**config.mk**
```make
export PLATFORM = sky130hd
export DESIGN_NAME = ebw_cmd_decoder
export DESIGN_NICKNAME = d
export VERILOG_FILES = /design/src/logic/ebw_border_decode.v /design/src/logic/ebw_cmd_decoder.v
export VERILOG_INCLUDE_DIRS = /design/src /design/src/logic
export SDC_FILE = /design/constraint.sdc
export NUM_CORES = 1
export LEC_CHECK = 0
export ABC_AREA = 0
export ABC_CLOCK_PERIOD_IN_PS = 2000
export BUFFER_PORTS_ARGS = -buffer_cell sky130_fd_sc_hd__buf_2
export CAP_MARGIN = 10
export CORE_ASPECT_RATIO = 1.1
export CORE_UTILIZATION = 50
export CTS_CLUSTER_SIZE = 10
export DETAILED_ROUTE_END_ITERATION = 16
export HOLD_SLACK_MARGIN = 0.02
export PLACE_DENSITY_LB_ADDON = 0.12
export SYNTH_ARGS = -nofsm -noshare
export SYNTH_HDL_FRONTEND = slang
export SYNTH_SLANG_ARGS = --single-unit
```
**constraint.sdc**
```tcl
create_clock -name core_clk -period 2 [get_ports core_clk]
set_input_delay 0.3 -clock core_clk [delete_from_list [all_inputs] [get_ports core_clk]]
set_output_delay 0.3 -clock core_clk [all_outputs]
set_load 0.01 [all_outputs]
```
**src/logic/ebw_cmd_map.vh**
```
`ifndef EBW_CMD_MAP_VH
`define EBW_CMD_MAP_VH
// Command codes
`define EBW_CMD_OTP_MODE   8'h39
`define EBW_CMD_RSVD_A     8'h3a
`define EBW_CMD_RSVD_B     8'h3b
`define EBW_CMD_BORDER     8'h3c
`define EBW_CMD_READ_SEL   8'h41
`define EBW_CMD_X_WINDOW   8'h44
// Reset values and OTP internal voltage code
`define EBW_OTP_RESET      2'h0
`define EBW_OTP_INTERNAL   2'h3
`define EBW_BORDER_RESET   8'hc0
`define EBW_XSTART_RESET   10'h000
`define EBW_XEND_RESET     10'h3bf
// Border field positions
`define EBW_BRD_SRC_HI     7
`define EBW_BRD_SRC_LO     6
`define EBW_BRD_LVL_HI     5
`define EBW_BRD_LVL_LO     4
`define EBW_BRD_LUT_HI     1
`define EBW_BRD_LUT_LO     0
// Border source encodings
`define EBW_SRC_GRAY       2'h0
`define EBW_SRC_FIXED      2'h1
`define EBW_SRC_COMMON     2'h2
`define EBW_SRC_HIZ        2'h3
`endif

```
**src/logic/ebw_border_decode.v**
```verilog
`timescale 1ns/1ps
`default_nettype none
`include "ebw_cmd_map.vh"
module ebw_border_decode (
    // Border parameter
    input  wire [7:0] borderCfg,
    // Decoded drive controls
    output reg        borderHiz,
    output reg        borderCommon,
    output reg        borderFixed,
    output reg        borderGray,
    output wire [1:0] fixedLevel,
    output wire [1:0] grayLut
);
    // Fixed level field
    assign fixedLevel = borderCfg[`EBW_BRD_LVL_HI:`EBW_BRD_LVL_LO];
    // Gray table field
    assign grayLut = borderCfg[`EBW_BRD_LUT_HI:`EBW_BRD_LUT_LO];

    // Source select decode
    always @* begin
        borderHiz    = 1'b0;
        borderCommon = 1'b0;
        borderFixed  = 1'b0;
        borderGray   = 1'b0;
        case (borderCfg[`EBW_BRD_SRC_HI:`EBW_BRD_SRC_LO])
            `EBW_SRC_GRAY:   borderGray   = 1'b1;
            `EBW_SRC_FIXED:  borderFixed  = 1'b1;
            `EBW_SRC_COMMON: borderCommon = 1'b1;
            default:         borderHiz    = 1'b1;
        endcase
    end
endmodule
`default_nettype wire

```
**src/logic/ebw_cmd_decoder.v**
```verilog
// Operation
// 39h takes two bits; 00 normal at reset, 11 internal programming voltage
// Host follows the one-time programming sequence exactly
// 3Ah and 3Bh accepted, change nothing
// 3Ch loads border byte, resets to C0h (high impedance)
// Bits 7:6 pick gray, fixed, common electrode or high impedance
// Bits 5:4 pick ground, high one, low, high two
// Bits 1:0 pick lookup table 0 to 3
// 41h stores read-back plane select, reset 0
// 44h bytes one and two form start address, low first
// Bytes three and four form end address, reset 3BFh
// Start and end bound the X window
// Command byte with select low, parameters with select high
`timescale 1ns/1ps
`default_nettype none
`include "ebw_cmd_map.vh"
module ebw_cmd_decoder (
    // Clock and reset
    input  wire       core_clk,
    input  wire       rst_n,
    // Byte stream from serial front end
    input  wire       byteValid,
    input  wire       byteIsData,
    input  wire [7:0] byteIn,
    // OTP mode
    output reg  [1:0] otpMode_q,
    output wire       otpInternalVpp,
    // Border drive
    output reg  [7:0] borderCfg_q,
    output wire       borderHiz,
    output wire       borderCommon,
    output wire       borderFixed,
    output wire       borderGray,
    output wire [1:0] fixedLevel,
    output wire [1:0] grayLut,
    // Read-back plane
    output reg        readPlaneSel_q,
    // X window
    output reg  [9:0] xWindowStart_q,
    output reg  [9:0] xWindowEnd_q,
    input  wire [9:0] xAddr,
    output wire       xInWindow,
    // Status
    output reg  [7:0] activeCmd_q
);
    reg [2:0] paramIdx_q;
    reg [7:0] startLow_q;
    reg [7:0] endLow_q;

    assign otpInternalVpp = (otpMode_q == `EBW_OTP_INTERNAL);
    // Window bounds check
    assign xInWindow = (xAddr >= xWindowStart_q) && (xAddr <= xWindowEnd_q);

    always @(posedge core_clk or negedge rst_n) begin
        if (!rst_n) begin
            otpMode_q      <= `EBW_OTP_RESET;
            borderCfg_q    <= `EBW_BORDER_RESET;
            readPlaneSel_q <= 1'b0;
            xWindowStart_q <= `EBW_XSTART_RESET;
            xWindowEnd_q   <= `EBW_XEND_RESET;
            activeCmd_q    <= 8'h00;
            paramIdx_q     <= 3'h0;
            startLow_q     <= 8'h00;
            endLow_q       <= 8'h00;
        end else if (byteValid) begin
            // Command byte restarts sequence
            if (!byteIsData) begin
                activeCmd_q <= byteIn;
                paramIdx_q  <= 3'h0;
            end else begin
                // Saturate so surplus bytes are ignored
                if (paramIdx_q != 3'h7) begin
                    paramIdx_q <= paramIdx_q + 3'h1;
                end
                case (activeCmd_q)
                    // OTP mode write
                    `EBW_CMD_OTP_MODE: begin
                        if (paramIdx_q == 3'h0) begin
                            otpMode_q <= byteIn[1:0];
                        end
                    end
                    // Border byte load
                    `EBW_CMD_BORDER: begin
                        if (paramIdx_q == 3'h0) begin
                            borderCfg_q <= byteIn;
                        end
                    end
                    // Plane select load
                    `EBW_CMD_READ_SEL: begin
                        if (paramIdx_q == 3'h0) begin
                            readPlaneSel_q <= byteIn[0];
                        end
                    end
                    `EBW_CMD_X_WINDOW: begin
                        case (paramIdx_q)
                            3'h0: startLow_q <= byteIn;
                            // Start address commit
                            3'h1: xWindowStart_q <= {byteIn[1:0], startLow_q};
                            3'h2: endLow_q <= byteIn;
                            // End address commit
                            3'h3: xWindowEnd_q <= {byteIn[1:0], endLow_q};
                            default: ;
                        endcase
                    end
                    // Reserved codes ignored
                    default: ;
                endcase
            end
        end
    end

    ebw_border_decode u_border (
        .borderCfg    (borderCfg_q),
        .borderHiz    (borderHiz),
        .borderCommon (borderCommon),
        .borderFixed  (borderFixed),
        .borderGray   (borderGray),
        .fixedLevel   (fixedLevel),
        .grayLut      (grayLut)
    );
endmodule
`default_nettype wire

```
==> flow_summary.toml <==
[setup_path]
worstSetupPathDepth = 9
cpLargestDelayFamily = "compound AO/OA/AOI/OAI gates"
critical_path.max_stage_delay_ns = 0.53
cp_slowest_cell = "dfstp_2"
path_class = "reg -> out"
required_ns = 1.70
cp-endpoint = "xInWindow"
worstSetupStartpoint = "xWindowEnd_q[9]$_DFFE_PN1P_"
critPathMaxFanout = 2
cp-start-kind = "flop"
regToRegSetupSlack_ns = 0.11
reg2reg_to = "xWindowStart_q[4]$_DFFE_PN0P_"
cp-end-kind = "output port"
r2r-start = "activeCmd_q[1]$_DFFE_PN0P_"
path_cells = "inv_2 > ha_4 > buf_6 > nand2_4 > nor2_2 > a211oi_2 > o2111ai_2 > a32oi_2 > buf_2"
ff2ff_path_depth = 4
critPathBufInv = 3
cp.arrival_ns = 2.10

[logic_synthesis]
synthAdderAreaFrac_pct = 11.2
yosysTopAreaCellShare_pct = 40.4
synth_cell_type_count = 33
yosys.area_share.simple_pct = 8.99
ys_ff_latch = 58
synth_cells = 227
ys_seq_area_share_pct = 50.4
synthMuxAreaShare_pct = 21.7
yosysWarningCount = 0
netlist_area_um2 = 2910
synthFlopType = "dfrtp_1"
synth_area_leader_cell = "dfrtp_1"
synth.most_common_cell = "mux2_2"
synth_top_family_by_area = "multiplexers"
async_flop_share_pct = 100
syn_nets = 275
synth_compound_area_share_pct = 3.66
ys_top_cells_by_area = "dfrtp_1, mux2_2, ha_1"
synth-edff-count = 0
synth_commonest_cells = "mux2_2, dfrtp_1, ha_1"
avgSynthCellArea_um2 = 12.8
synth_xor_area_share_pct = 0

[pwr]
p_comb_share_pct = 12.1
power_density_nw_per_um2 = 690
clkPwrFrac_pct = 38.9
swShare_pct = 24.0
ir_worst_vdd_v = 0.000550
power_mw = 2.60
seq_power_share_pct = 48.9
power_leakage_nw = 1.92
power.internal_mw = 1.98
p_sw_mw = 0.623

[die]
num_rows = 28
start_util_pct = 52.9
ioPinCount = 71
die_h_um = 82
die_x_um = 74.7
core_area_um2 = 5500
die_area_um2 = 6130

[layout]
area_delta_synth_final_pct = 29.5
nNetsFinal = 367
antennaDiodeCount = 0
stdcell_area_um2 = 3770
fill_cells = 427
drive_above_1_share_pct = 60.1

[detailed_routing]
drt-pass1-iter-count = 4
routed_wl_mm = 5.71
dr.first_iter.drc_count = 46
routed_via_density = 5.08
drc = 0
wl_per_cell_um = 14.3
ant_nets = 0
vias = 2022

[global_routing]
grt_max_degree = 59
first_global_vias = 1957
grt.total_usage_pct = 20.6
grt_pass1_wl_mm = 9.06
antenna_found_initial = 0
grt-ovfl-total = 0

[clock_network]
clk_latency_ns = 0.32
cts_root_buf = "clkbuf_8"
cts_tree = "built"
clkTransAtPathRegs_ns = 0.06
clock_path_buffers = 2
clock_sinks = 58
htreeDepth = 3
cts_buffers = 9

[timing]
relSlewSlack_pct = 79.3
tns_ns = -0.405
finalSetupViolCount = 1
worst_slack_ns = -0.405
finalHoldViolations = 0
slew_violations = 0
fin_crit_sh_pct = 120
rsz0062_at_grt = "yes"
finalClockSkew_ns = 0.00496
max_freq_ghz = 0.416
finalCriticalPeriod_ns = 2.40
tightest_slew_ns = 0.311

[outcome]
violations = "setup timing"
outcome = "finished, violations left"

[placed_design]
placed_area_um2 = 3440
io_buffers = 70
hpwl_mm = 4.19
gp_congestion = 0.773

[min_path]
worstHoldPathType = "in -> reg"

[flow_run]
cap_violations = 0
[area by class of cell]
class | count | area (um^2) | share of cell area, %
Clock inverter | 3 | 40.0 | 1.06
Sequential cell | 58 | 1470 | 38.9
Tap cell | 75 | 93.8 | 2.49
Inverter | 23 | 86.3 | 2.29
Clock buffer | 12 | 145 | 3.85
Multi-Input combinational cell | 141 | 1450 | 38.4
Timing Repair Buffer | 86 | 489 | 13.0
[sequential cells by signal, summed over array words and instances (netlist names)]
| register | flops |
|---|---|
| endLow_q | 8 |
| paramIdx_q | 3 |
| xWindowEnd_q | 10 |
| activeCmd_q | 8 |
| borderCfg_q | 8 |
| xWindowStart_q | 10 |
| readPlaneSel_q | 1 |
| otpMode_q | 2 |
| startLow_q | 8 |
[worst min-delay path by stage]
stage,from,endpoint,cells after the start
3_5_place_dp,rst_n,activeCmd_q[0]$_DFFE_PN0P_,2
4_1_cts,byteIn[5],startLow_q[5]$_DFFE_PN0P_,2
3_3_place_gp,rst_n,paramIdx_q[0]$_DFFE_PN0P_,2
5_1_grt,byteIn[3],activeCmd_q[3]$_DFFE_PN0P_,2
6_report,byteIn[7],endLow_q[7]$_DFFE_PN0P_,2
2_1_floorplan,rst_n,activeCmd_q[0]$_DFFE_PN0P_,0
[kinds of logic after synthesis]
| family | Yosys count |
|---|---|
| AOI/OAI and AO/OA | 16 |
| adders and majority gates | 26 |
| muxes | 56 |
| and+or+nand+nor | 43 |
| DFF | 58 |
| buffers and inverters | 28 |
[layer usage]
| layer | global-route usage, % | wire [um] | vias up |
|---|---|---|---|
| met2 | 32.0 | 2660 | 57 |
| met1 | 27.1 | 2730 | 979 |
| met3 | 5.03 | 232 | 6 |
| met4 | 10.0 | 89 | 0 |
| li1 | - | - | 980 |
| met5 | 0 | 0 | - |
[per-stage QoR]
step | util (%) | worst slack, ns | cells | hold WS [ns]
finish | 68.5 | -0.405 | 398 | 0.260
global placement | 62.5 | -0.109 | 380 | 0.323
detailed placement | 62.5 | -0.193 | 380 | 0.326
floorplan | - | -0.0000639 | 227 | 0.00441
CTS | 67.7 | -0.413 | 398 | 0.244
global route | 68.5 | -0.514 | 398 | 0.255
[repair_timing]
item                                   CTS  global route
resized for setup                       12            10
hold buffers                             1             0
endpoints found under the hold margin   47             0
pin swaps                               10             5
setup endpoints to repair                1             1
setup buffers                            2             0
[power groups by stage]
| stage | clock [mW] | combinational [mW] | sequential, mW |
|---|---|---|---|
| 2_1_floorplan | 0 | 0.143 | 1.30 |
| 3_3_place_gp | 0 | 0.285 | 1.29 |
| 3_5_place_dp | 0 | 0.291 | 1.29 |
| 4_1_cts | 1.04 | 0.307 | 1.27 |
| 5_1_grt | 1.09 | 0.353 | 1.28 |
| 6_report | 1.01 | 0.315 | 1.27 |
[cell usage in the layout (no fill, tap or decap), drive strengths merged, types with 2 or more instances in the layout]
cell    Yosys  layout
buf         4      85
clkbuf      1      12
nand4       2       2
nor2b       3       3
ha         26      26
or3         2       2
inv        23      23
o31ai       2       2
mux2       56      56
nor2        8       8
dfrtp      47      47
a211oi      2       2
a21o        2       2
clkinv      0       2
nor4        2       2
and2        2       2
dfstp      11      11
a21oi       6       6
nand2      15      15
Note: power is estimated with default switching activity, not from simulation.
